===== src/tmr_regs.svh =====
// Register offsets, field positions, reset values and the prescale width of the dual timer
`ifndef TMR_REGS_SVH
`define TMR_REGS_SVH
// Register indices (byte address = 4 * index)
`define TMR_IDX_CTRL     8'h88
`define TMR_IDX_MODE     8'h89
`define TMR_IDX_T0_LOW   8'h8A
`define TMR_IDX_T1_LOW   8'h8B
`define TMR_IDX_T0_HIGH  8'h8C
`define TMR_IDX_T1_HIGH  8'h8D
`define TMR_IDX_IRQ_STAT 8'h90
`define TMR_IDX_IRQ_MASK 8'h91
`define TMR_IDX_ACK      8'h92
// Control register fields
`define TMR_CTRL_OVF1    7
`define TMR_CTRL_RUN1    6
`define TMR_CTRL_OVF0    5
`define TMR_CTRL_RUN0    4
// Mode register fields, per timer nibble
`define TMR_MODE_GATE    3
`define TMR_MODE_SRC     2
// Interrupt status bits
`define TMR_IRQ_OVF0     0
`define TMR_IRQ_OVF1     1
// Service acknowledge bits
`define TMR_ACK_T0       0
`define TMR_ACK_T1       1
// Reset values
`define TMR_RST_BYTE     8'h00
// Prescale width of the 13-bit mode
`define TMR_PRESCALE_W   5
`endif


===== src/tmr_pkg.sv =====
// Types shared by the dual timer
package tmr_pkg;
	typedef enum logic [3:0] {
		MODE_13BIT  = 4'b0001,
		MODE_16BIT  = 4'b0010,
		MODE_RELOAD = 4'b0100,
		MODE_SPLIT  = 4'b1000
	} tmr_mode_e;
	typedef struct packed {
		logic       gate;
		logic       src;
		logic [1:0] mode;
	} tmr_cfg_s;
	typedef struct packed {
		logic       cyc;
		logic       stb;
		logic       we;
		logic [7:0] idx;
		logic [7:0] wdata;
	} wb_req_s;
	function automatic tmr_mode_e decode_mode(input logic [1:0] m);
		case (m)
			2'b00:   decode_mode = MODE_13BIT;
			2'b01:   decode_mode = MODE_16BIT;
			2'b10:   decode_mode = MODE_RELOAD;
			default: decode_mode = MODE_SPLIT;
		endcase
	endfunction : decode_mode
endpackage : tmr_pkg


===== src/dual_timer.sv =====
// Dual timer/counter with a classic Wishbone register slave
//
// The implementer's own choice: the Wishbone interface to the registers.
`timescale 1ns/1ps
`include "tmr_regs.svh"

// How it works
// (RQ1) Mode 00 counts 13 bits, the low byte's bottom five bits prescaling the high byte.
// (RQ2) Mode 01 counts a full 16 bits over the high and low bytes.
// (RQ3) Mode 10 counts the low byte and reloads it from the high byte on overflow.
// (RQ4) Timer 0 in mode 11 runs its low byte as an 8-bit counter under its own controls.
// (RQ5) Timer 0 in mode 11 runs its high byte on the clock alone under timer 1's run bit.
// (RQ6) Timer 1 in mode 11 holds its count unchanged.
// (RQ7) Both high count bytes are readable and writable at indices 8Ch and 8Dh.
// (RQ8) Timer 0's low count byte is readable and writable at index 8Ah.
// (RQ9) Overflow sets the timer's flag, servicing clears it, and software may write it; with timer 0 in mode 11, timer 1's overflow sets no flag.
// (RQ10) With gate set a timer, other than timer 0's high byte in mode 11, counts only while its interrupt pin is high and it runs.
// (RQ11) Source clear counts the clock, source set counts falling edges of the count pin.
// (RQ12) The count holds whenever the run bit is clear, except timer 0's high byte in mode 11, which follows timer 1's run bit.
// (RQ13) Count and gate pins are synchronised first, and each falling edge counts once.
module dual_timer import tmr_pkg::*; #(
	parameter int ADDR_W = 12
) (
	// Clock and reset
	input  wire logic              clk,
	input  wire logic              rst_b,
	// Wishbone slave
	input  wire logic              wb_cyc_i,
	input  wire logic              wb_stb_i,
	input  wire logic              wb_we_i,
	input  wire logic [ADDR_W-1:0] wb_adr_i,
	input  wire logic [3:0]        wb_sel_i,
	input  wire logic [31:0]       wb_dat_i,
	output logic      [31:0]       wb_dat_o,
	output logic                   wb_ack_o,
	// External pins
	input  wire logic              count_pin_0,
	input  wire logic              count_pin_1,
	input  wire logic              ext_irq_pin_0,
	input  wire logic              ext_irq_pin_1,
	// Interrupt
	output logic                   irq
);
	// Elaboration check: the index field needs address bits 9..2
	if (ADDR_W < 10) begin : g_addr_chk
		$error("ADDR_W too small for the register map");
	end

	// ************************************************************
	// Registers and bus decode
	// ************************************************************
	logic [7:0] ctrl_r, mode_r, t0_low_r, t1_low_r, t0_high_r, t1_high_r;
	logic [1:0] stat_r, mask_r;
	logic       ack_r;
	wb_req_s    req;
	logic       acc, wr, rd, lane0, in_map;
	tmr_cfg_s   cfg0, cfg1;
	tmr_mode_e  m0, m1;

	assign req   = '{cyc: wb_cyc_i, stb: wb_stb_i, we: wb_we_i,
		idx: wb_adr_i[9:2], wdata: wb_dat_i[7:0]};
	assign acc   = req.cyc && req.stb && !ack_r;
	assign lane0 = wb_sel_i[0];
	// Shift instead of a part-select so ADDR_W of exactly 10 stays legal
	assign in_map = ((wb_adr_i >> 10) == '0);
	assign wr    = acc && req.we && lane0 && in_map;
	assign rd    = acc && !req.we;
	assign cfg0  = mode_r[3:0];
	assign cfg1  = mode_r[7:4];
	assign m0    = decode_mode(cfg0.mode);
	assign m1    = decode_mode(cfg1.mode);
	assign wb_ack_o = ack_r;
	assign irq   = |(stat_r & mask_r);

	// Ack one cycle after the request, dropped the cycle after
	always_ff @(posedge clk or negedge rst_b) begin
		if (!rst_b)
			ack_r <= 1'b0;
		else
			ack_r <= acc;
	end

	// ************************************************************
	// Pin synchronisers and edge detect
	// ************************************************************
	logic [1:0] cnt_s1, cnt_s2, cnt_d, gate_s1, gate_s2;
	logic [1:0] fall;

	// RQ13 two-flop synchronise
	always_ff @(posedge clk or negedge rst_b) begin
		if (!rst_b) begin
			cnt_s1  <= 2'h3;
			cnt_s2  <= 2'h3;
			cnt_d   <= 2'h3;
			gate_s1 <= 2'h0;
			gate_s2 <= 2'h0;
		end else begin
			cnt_s1  <= {count_pin_1, count_pin_0};
			cnt_s2  <= cnt_s1;
			cnt_d   <= cnt_s2;
			gate_s1 <= {ext_irq_pin_1, ext_irq_pin_0};
			gate_s2 <= gate_s1;
		end
	end
	// RQ13 one pulse per edge
	assign fall = cnt_d & ~cnt_s2;

	// ************************************************************
	// Count enables
	// ************************************************************
	logic run0, run1, en0, en1, tick0, tick1, tick0h;

	// RQ10 gate qualifies run
	assign run0  = ctrl_r[`TMR_CTRL_RUN0] && (!cfg0.gate || gate_s2[0]);
	assign run1  = ctrl_r[`TMR_CTRL_RUN1] && (!cfg1.gate || gate_s2[1]);
	// RQ11 clock or pin edge
	assign en0   = cfg0.src ? fall[0] : 1'b1;
	assign en1   = cfg1.src ? fall[1] : 1'b1;
	// RQ12 hold when stopped
	assign tick0 = run0 && en0;
	// RQ6 timer 1 halts in split
	assign tick1 = run1 && en1 && (m1 != MODE_SPLIT);
	// RQ5 high byte on clock, timer 1 run
	assign tick0h = ctrl_r[`TMR_CTRL_RUN1];

	// ************************************************************
	// Counter next values (shared per timer)
	// ************************************************************
	logic [7:0] n0l, n0h, n1l, n1h;
	logic       ov0, ov1, ovsp;

	always_comb begin
		n0l = t0_low_r; n0h = t0_high_r; ov0 = 1'b0; ovsp = 1'b0;
		case (m0)
			// RQ1 13-bit prescaled
			MODE_13BIT: if (tick0) begin
				n0l = {3'h0, t0_low_r[4:0] + 5'h01};
				if (t0_low_r[4:0] == 5'h1F) begin
					n0h = t0_high_r + 8'h01;
					ov0 = (t0_high_r == 8'hFF);
				end
			end
			// RQ2 16-bit count
			MODE_16BIT: if (tick0) begin
				{n0h, n0l} = {t0_high_r, t0_low_r} + 16'h0001;
				ov0 = ({t0_high_r, t0_low_r} == 16'hFFFF);
			end
			// RQ3 reload from high
			MODE_RELOAD: if (tick0) begin
				ov0 = (t0_low_r == 8'hFF);
				n0l = ov0 ? t0_high_r : t0_low_r + 8'h01;
			end
			// RQ4 RQ5 split byte timers
			MODE_SPLIT: begin
				if (tick0) begin
					n0l = t0_low_r + 8'h01;
					ov0 = (t0_low_r == 8'hFF);
				end
				if (tick0h) begin
					n0h  = t0_high_r + 8'h01;
					ovsp = (t0_high_r == 8'hFF);
				end
			end
			default: ;
		endcase
	end

	always_comb begin
		n1l = t1_low_r; n1h = t1_high_r; ov1 = 1'b0;
		case (m1)
			// RQ1 13-bit prescaled
			MODE_13BIT: if (tick1) begin
				n1l = {3'h0, t1_low_r[4:0] + 5'h01};
				if (t1_low_r[4:0] == 5'h1F) begin
					n1h = t1_high_r + 8'h01;
					ov1 = (t1_high_r == 8'hFF);
				end
			end
			// RQ2 16-bit count
			MODE_16BIT: if (tick1) begin
				{n1h, n1l} = {t1_high_r, t1_low_r} + 16'h0001;
				ov1 = ({t1_high_r, t1_low_r} == 16'hFFFF);
			end
			// RQ3 reload from high
			MODE_RELOAD: if (tick1) begin
				ov1 = (t1_low_r == 8'hFF);
				n1l = ov1 ? t1_high_r : t1_low_r + 8'h01;
			end
			default: ;
		endcase
	end

	// ************************************************************
	// Count registers, software write wins over counting
	// ************************************************************
	// RQ7 RQ8 count byte access
	always_ff @(posedge clk or negedge rst_b) begin
		if (!rst_b) begin
			t0_low_r  <= `TMR_RST_BYTE;
			t0_high_r <= `TMR_RST_BYTE;
			t1_low_r  <= `TMR_RST_BYTE;
			t1_high_r <= `TMR_RST_BYTE;
		end else begin
			t0_low_r  <= (wr && req.idx == `TMR_IDX_T0_LOW)  ? req.wdata : n0l;
			t0_high_r <= (wr && req.idx == `TMR_IDX_T0_HIGH) ? req.wdata : n0h;
			t1_low_r  <= (wr && req.idx == `TMR_IDX_T1_LOW)  ? req.wdata : n1l;
			t1_high_r <= (wr && req.idx == `TMR_IDX_T1_HIGH) ? req.wdata : n1h;
		end
	end

	// ************************************************************
	// Control, mode, overflow flags
	// ************************************************************
	logic set0, set1, svc0, svc1;
	assign set0 = ov0;
	// In split mode timer 1's flag belongs to the high byte of timer 0
	assign set1 = (m0 == MODE_SPLIT) ? ovsp : ov1;
	assign svc0 = wr && req.idx == `TMR_IDX_ACK && req.wdata[`TMR_ACK_T0];
	assign svc1 = wr && req.idx == `TMR_IDX_ACK && req.wdata[`TMR_ACK_T1];

	// RQ9 set wins over clear
	always_ff @(posedge clk or negedge rst_b) begin
		if (!rst_b) begin
			ctrl_r <= `TMR_RST_BYTE;
			mode_r <= `TMR_RST_BYTE;
		end else begin
			if (wr && req.idx == `TMR_IDX_MODE)
				mode_r <= req.wdata;
			if (wr && req.idx == `TMR_IDX_CTRL)
				ctrl_r <= req.wdata;
			else begin
				if (svc0)
					ctrl_r[`TMR_CTRL_OVF0] <= 1'b0;
				if (svc1)
					ctrl_r[`TMR_CTRL_OVF1] <= 1'b0;
			end
			if (set0)
				ctrl_r[`TMR_CTRL_OVF0] <= 1'b1;
			if (set1)
				ctrl_r[`TMR_CTRL_OVF1] <= 1'b1;
		end
	end

	// ************************************************************
	// Interrupt status and mask
	// ************************************************************
	logic rd_stat;
	// An aliased read must not swallow pending events
	assign rd_stat = rd && in_map && req.idx == `TMR_IDX_IRQ_STAT;

	// Sticky status, cleared by read, new event wins
	always_ff @(posedge clk or negedge rst_b) begin
		if (!rst_b) begin
			stat_r <= 2'h0;
			mask_r <= 2'h0;
		end else begin
			stat_r <= (rd_stat ? 2'h0 : stat_r) | {set1, set0};
			if (wr && req.idx == `TMR_IDX_IRQ_MASK)
				mask_r <= req.wdata[1:0];
		end
	end

	// ************************************************************
	// Read data, unmapped reads return zero
	// ************************************************************
	always_ff @(posedge clk or negedge rst_b) begin
		if (!rst_b)
			wb_dat_o <= 32'h0;
		else if (rd) begin
			wb_dat_o <= 32'h0;
			if (in_map) begin
				case (req.idx)
					`TMR_IDX_CTRL:     wb_dat_o[7:0] <= ctrl_r;
					`TMR_IDX_MODE:     wb_dat_o[7:0] <= mode_r;
					`TMR_IDX_T0_LOW:   wb_dat_o[7:0] <= t0_low_r;
					`TMR_IDX_T1_LOW:   wb_dat_o[7:0] <= t1_low_r;
					`TMR_IDX_T0_HIGH:  wb_dat_o[7:0] <= t0_high_r;
					`TMR_IDX_T1_HIGH:  wb_dat_o[7:0] <= t1_high_r;
					`TMR_IDX_IRQ_STAT: wb_dat_o[1:0] <= stat_r;
					`TMR_IDX_IRQ_MASK: wb_dat_o[1:0] <= mask_r;
					default:           wb_dat_o <= 32'h0;
				endcase
			end
		end
	end

	// ************************************************************
	// Assertions
	// ************************************************************
	AST_HOLD_STOPPED: assert property (@(posedge clk) disable iff (!rst_b) // RQ12
		(!ctrl_r[`TMR_CTRL_RUN1] && !wr && m1 == MODE_16BIT) |=> $stable(t1_low_r))
		else $error("timer 1 moved while stopped");
	AST_T1_SPLIT_HALT: assert property (@(posedge clk) disable iff (!rst_b) // RQ6
		(m1 == MODE_SPLIT && !wr) |=> $stable({t1_high_r, t1_low_r}))
		else $error("timer 1 moved in split mode");
	AST_RELOAD: assert property (@(posedge clk) disable iff (!rst_b) // RQ3
		(m0 == MODE_RELOAD && tick0 && t0_low_r == 8'hFF && !wr)
		|=> t0_low_r == $past(t0_high_r))
		else $error("reload value wrong");
	AST_OVF_FLAG: assert property (@(posedge clk) disable iff (!rst_b) // RQ9
		ov0 |=> ctrl_r[`TMR_CTRL_OVF0])
		else $error("overflow flag not set");
	AST_PRESCALE: assert property (@(posedge clk) disable iff (!rst_b) // RQ1
		(m0 == MODE_13BIT && tick0 && !wr) |=> t0_low_r[7:5] == 3'h0)
		else $error("prescaler exceeded five bits");
	AST_EDGE_ONCE: assert property (@(posedge clk) disable iff (!rst_b) // RQ13
		(cfg0.src && !fall[0] && !wr) |=> $stable(t0_low_r))
		else $error("count moved without a pin edge");
	AST_GATE: assert property (@(posedge clk) disable iff (!rst_b) // RQ10
		(cfg0.gate && !gate_s2[0]) |-> !tick0)
		else $error("gated timer counted");
	AST_16BIT: assert property (@(posedge clk) disable iff (!rst_b) // RQ2
		(m0 == MODE_16BIT && tick0 && !wr && !$past(wr))
		|=> {t0_high_r, t0_low_r} == $past({t0_high_r, t0_low_r}) + 16'h0001)
		else $error("16-bit count wrong");
endmodule : dual_timer


===== config.mk =====
export PLATFORM = sky130hd
export DESIGN_NAME = dual_timer
export DESIGN_NICKNAME = d
export VERILOG_FILES = /design/src/tmr_pkg.sv /design/src/dual_timer.sv
export VERILOG_INCLUDE_DIRS = /design/src
export SDC_FILE = /design/constraint.sdc
export NUM_CORES = 1
export LEC_CHECK = 0
export BUFFER_PORTS_ARGS = -buffer_cell sky130_fd_sc_hd__buf_2
export CAP_MARGIN = 25
export CORE_MARGIN = 5
export CORE_UTILIZATION = 56
export CTS_BUF_LIST = sky130_fd_sc_hd__clkbuf_16
export CTS_CLUSTER_DIAMETER = 80
export DETAILED_ROUTE_END_ITERATION = 7
export GPL_TIMING_DRIVEN = 0
export HOLD_SLACK_MARGIN = 0.02
export PLACE_DENSITY = 0.81
export REMOVE_ABC_BUFFERS = 1
export SYNTH_ARGS = -nofsm -noshare
export SYNTH_HDL_FRONTEND = slang
export SYNTH_SLANG_ARGS = --single-unit

===== constraint.sdc =====
create_clock -name clk -period 3.05 [get_ports clk]
set_input_delay 0.61 -clock clk [delete_from_list [all_inputs] [get_ports clk]]
set_output_delay 0.61 -clock clk [all_outputs]
set_load 0.02 [all_outputs]

* After elaboration in Yosys (flattened, before gate mapping)
Cells that the tools add are included.
** Storage, ports and cells
- Flip-flop bits (word level) :: 95
- Output and inout bits :: 34
- Word-level logic and storage cells :: 166
** Operators by class
- $add $sub $neg :: 8
- Equality and inequality tests :: 43
- Mux-type cells :: 50
- Bitwise gates (word level) :: 4
- Reduce and logical (&&, ||, !) cells :: 44
** Operators with widths (count)
- $mux W8 :: 21
- $eq A8 B8 Y1 const B :: 13
- $pmux W8 S3 :: 2
- $ne A3 B3 Y1 const B :: 14
- $pmux W6 S6 :: 1
- $add A16 B1 Y16 const B :: 2
- $add A8 B1 Y8 const B :: 4
- $eq A16 B16 Y1 const B :: 2
- $pmux W8 S4 :: 1
- $pmux W4 S3 :: 2
- $logic_and A1 B1 Y1 :: 23
- $mux W1 :: 18
- $pmux W2 S8 :: 1
- $pmux W8 S2 :: 1
- $logic_not A12 Y1 :: 1
- $add A5 B1 Y5 const B :: 2
- $eq A5 B5 Y1 const B :: 2
- $reduce_and A5 Y1 :: 2
- $reduce_bool A3 Y1 :: 3
- $eq A4 B1 Y1 const B :: 2
- $eq A4 B2 Y1 const B :: 2
- $eq A4 B3 Y1 const B :: 2
- $reduce_and A4 Y1 :: 2
- $reduce_bool A4 Y1 :: 2
- other kinds (14) :: 24

* Logic depth before layout (Yosys ltp)
- Depth after elaboration :: 10
- Depth in mapped cells :: 9
- Gate-level depth less buffers :: 9

* Worst setup path after synthesis
OpenSTA, ideal clock, no wires.
- Kind :: input -> register
- Start point :: in wb_adr_i[7]
- End point :: reg t0_high_r[3]
- Setup time :: 0.125 ns
- Arrival :: 2.075 ns
- Path slack :: 0.850 ns
- Stages on the path :: 6
- Buffers on the path :: 1
- Cell sequence :: or3b_4 nor3_4 and2b_4 and2_1 buf_4 mux2_2
** On the way
- Word-level cells in the longest chain between the ends :: 4
- Elaborated cells on any way between the ends :: 9
- Those cells by class :: 5 x eq/ne; 1 x mux; 3 x reduce/logical
** RTL lines
- from (decl) :: RTL line dual_timer.sv:31 : input wire logic [ADDR_W-1:0] wb_adr_i,
- $eq A8 B8 Y1 *
- $logic_and A1 B1 Y1 (no source line) *
- $ne A3 B3 Y1 (no source line) or $reduce_bool A4 Y1 (tied branches)
- $reduce_and A5 Y1 (no source line)
- to (signal assigned) :: RTL line dual_timer.sv:200 : t0_high_r <= `TMR_RST_BYTE;
- to (signal assigned) :: RTL line dual_timer.sv:205 : t0_high_r <= (wr && req.idx == `TMR_IDX_T0_HIGH) ? req.wdata : n0h;
- to (decl) :: RTL line dual_timer.sv:52 : logic [7:0] ctrl_r, mode_r, t0_low_r, t1_low_r, t0_high_r, t1_high_r;
Every way passes the cells marked *; elsewhere a longest branch is shown, timed or not.
A chain may end at the register's enable or synchronous reset.

* Final worst setup path
- Start point :: reg t1_low_r[0]
- End point :: reg t1_high_r[5]
** On the way
- Word-level cells in the longest chain between the ends :: 4
- Elaborated cells on any way between the ends :: 7
- Those cells by class :: 1 x add/sub; 2 x eq/ne; 3 x mux; 1 x reduce/logical
** RTL lines
- from (decl) :: RTL line dual_timer.sv:52
- from (signal assigned) :: RTL line dual_timer.sv:201 : t1_low_r <= `TMR_RST_BYTE;
- from (signal assigned) :: RTL line dual_timer.sv:206 : t1_low_r <= (wr && req.idx == `TMR_IDX_T1_LOW) ? req.wdata : n1l;
- $add A16 B1 Y16 :: RTL line dual_timer.sv:181 : {n1h, n1l} = {t1_high_r, t1_low_r} + 16'h0001;
- $mux W8 :: RTL line dual_timer.sv:180 : MODE_16BIT: if (tick1) begin
- $pmux W8 S2 :: RTL line dual_timer.sv:170 : case (m1)
- $mux W8 :: RTL line dual_timer.sv:207 : t1_high_r <= (wr && req.idx == `TMR_IDX_T1_HIGH) ? req.wdata : n1h;
- to (signal assigned) :: RTL line dual_timer.sv:202 : t1_high_r <= `TMR_RST_BYTE;
- to (signal assigned) :: RTL line dual_timer.sv:207
- to (decl) :: RTL line dual_timer.sv:52
Several ways; a longest one is shown, not always the timed one. The select of a mux whose other input is x is not followed.

==> impl_metrics.yaml <==
run_status:
  status: "completed"
drt:
  detail-route-antenna-nets: 0
  drc: 0
  totalWireLength_um: 13600
  avgRoutedWirePerCell_um: 20.4
  viasPerCell: 6.40
  dr.first_iter.drc_count: 302
  first_pass_iters: 5
  vias: 4249
clocking:
  cts_setup_buffers: 0
  cts_buffers: 9
  cts-root-buf: "clkbuf_16"
  insertion_delay_ns: 0.34
  hold_buffers: 0
  clk_pin_slew_ns: 0.06
  ctsResizeCount: 0
  cts_htree_levels: 3
  cts_tree: "built"
  clk_path_buf_depth: 2
  cts.sinks: 71
critical_path:
  worstSetupStartpointType: "flop"
  max_stage_delay_ns: 0.48
  crit_chain: "ha_1 > and3_1 > ha_1 > mux2i_1 > a2111o_1 > a211o_1 > nor3_2 > xnor2_1 > o21ai_1"
  end_kind: "flop"
  critPathMaxFanout: 6
  critPathRequiredTime_ns: 3.24
  arrival_ns: 2.90
  crit_path_frequent_cell: "ha_1"
  slowest_stage: "a2111o_1"
  critPathKind: "reg -> reg"
pwr:
  power_mw: 2.66
  peakVddDrop_uv: 286
  powerDensity_nw_per_um2: 510
  leakagePower_nw: 2.23
grt:
  gr-usage-met2_pct: 39.9
  track_usage_pct: 26.6
  grt_pass1_wl_um: 21200
  met3_usage_pct: 5.60
  grt_max_degree: 72
  top_usage_layer: "met2"
  grt_pass1_vias: 4112
  antenna_found_initial: 0
  use_met1_pct: 37.1
  overflow: 0
timing:
  rsz0062_at_grt: "false"
  min_period_over_period_pct: 88.9
  fmax_mhz: 369
  period_needed_ns: 2.71
  final.setup.worst_slack_ns: 0.339
  worst_pin_slew_ns: 0.963
  finalMaxSlewViolations: 0
  finalSetupViolations: 0
  relSlewSlack_pct: 35.5
  skew_ns: 0.00542
  timing.hold.ws_ns: 0.347
  hold_viol: 0
logic_synthesis:
  synthTopCellsByCount: "nand2_1, dfrtp_1, o21ai_0"
  seq_area_frac_synth_pct: 37.7
  synth_ff_type: "dfrtp_1"
  yosysMostFrequentCell: "nand2_1"
  yosysTopAreaCell: "dfrtp_1"
  synthArstFlopShare_pct: 100
  synth_warnings: 0
  synth_edf_count: 0
  synth_cell_type_count: 69
  synth-seq-cells: 71
  synthCells: 529
  synth_area_leaders: "dfrtp_1, nand2_1, o21ai_0"
  yosysTopAreaCellShare_pct: 34.4
  avgSynthCellArea_sq_um: 8.94
  syn_area_sq_um: 4730
placed_design:
  gp_congestion: 0.985
  placement.io_buffers: 37
  dp_slack_ns: 0.220
  dp.cells: 647
  hpwl_um: 9720
  placed_cell_area_sq_um: 4840
floorplanning:
  dieWidth_um: 102
  io_pins: 91
  die_area_sq_um: 10400
  rows: 33
  core_area_sq_um: 8220
  start_util_pct: 57.5
  die_h_um: 102
worst_hold_path:
  hold_class: "reg -> reg"
flow_run:
  maxCapViolations: 0
finish:
  drive_gt1_share_pct: 15.9
  nNetsFinal: 626
  final_cells: 664
  nFillCells: 696
  diodes: 0
  design_area_sq_um: 5220
  area_delta_synth_final_pct: 10.4
[cell type report]
class	count	area, sq um	share of cell area [%]
inverter	16	60.1	1.15
timing repair buffer	40	205	3.93
tap	105	131	2.52
clock inverter	7	145	2.78
clock buffer	9	225	4.32
sequential	71	1780	34.2
multi-input combinational	416	2670	51.1
[cell families (layout without fill, tap and decap cells)]
group,after synthesis,after routing,share of synthesized area (%)
muxes,26,26,6.11
DFF,71,71,37.7
and+or+nand+nor,187,187,20.8
xor gates and xnor gates,20,20,3.71
adders and majority gates,15,15,3.97
AOI/OAI and AO/OA,144,144,19.9
other,1,24,0.0793
buffers and inverters,65,72,7.68
[state kept, by name, summed over array words and instances (netlist names)]
name and flops:
cnt_d 2, wb_ack_o 1, t0_high_r 8, t1_high_r 8, t0_low_r 8, stat_r 2, gate_s1 2, cnt_s1 2
cnt_s2 2, mode_r 8, mask_r 2, wb_dat_o 8, ctrl_r 8, t1_low_r 8, gate_s2 2
[critical path, delay by kind of cell, from the launching register on]
family	cells	cell delay [ns]
compound gates	3	0.86
fa+ha+maj	2	0.58
flops	1	0.44
simple gates	2	0.42
xor+xnor	1	0.15
mux	1	0.12
[power breakdown]
group,switching (mW),internal [mW],total [mW]
Clock,0.421,0.884,1.31
Combinational,0.182,0.0997,0.282
Sequential,0.0834,0.988,1.07
Total,0.686,1.97,2.66
[metrics by stage]
step                TNS (ns)  util, %
floorplan                  0        -
global placement      -0.197     58.7
CTS                        0     63.4
finish                     0     63.5
detailed placement         0     58.9
global route               0     63.5
[placed cells by master, fill, tap and decap left out, drive strengths merged, types with 11 or more instances in the layout]
master	instances
buf	40
a21oi	23
mux2	11
nand3	16
xnor2	12
ha	15
nor2	25
dfrtp	65
mux2i	15
nand2	73
inv	16
o21ai	52
nor3	13
conb	24
[metal layers]
metal | up-vias | share of wire [%]
met5 | - | 0
met4 | 0 | 3.8
met3 | 45 | 9.9
met2 | 240 | 44
met1 | 2037 | 43
li1 | 1927 | -
[final timing paths]
| kind | slack (ns) | cells past startpoint | end | start |
|---|---|---|---|---|
| worst max-delay path | 0.34 | 9 | t1_high_r[5] | t1_low_r[0] |
| worst min-delay path | 0.35 | 0 | gate_s2[0] | gate_s1[0] |
| worst max register to register | 0.34 | 9 | t1_high_r[5] | t1_low_r[0] |
| worst min register to register | 0.35 | 0 | gate_s2[0] | gate_s1[0] |
| max in group asynchronous | 2.05 | 1 | t1_high_r[0] | rst_b |
| min in group asynchronous | 0.40 | 1 | mask_r[0] | rst_b |
Power figures use the tool's default switching activity.
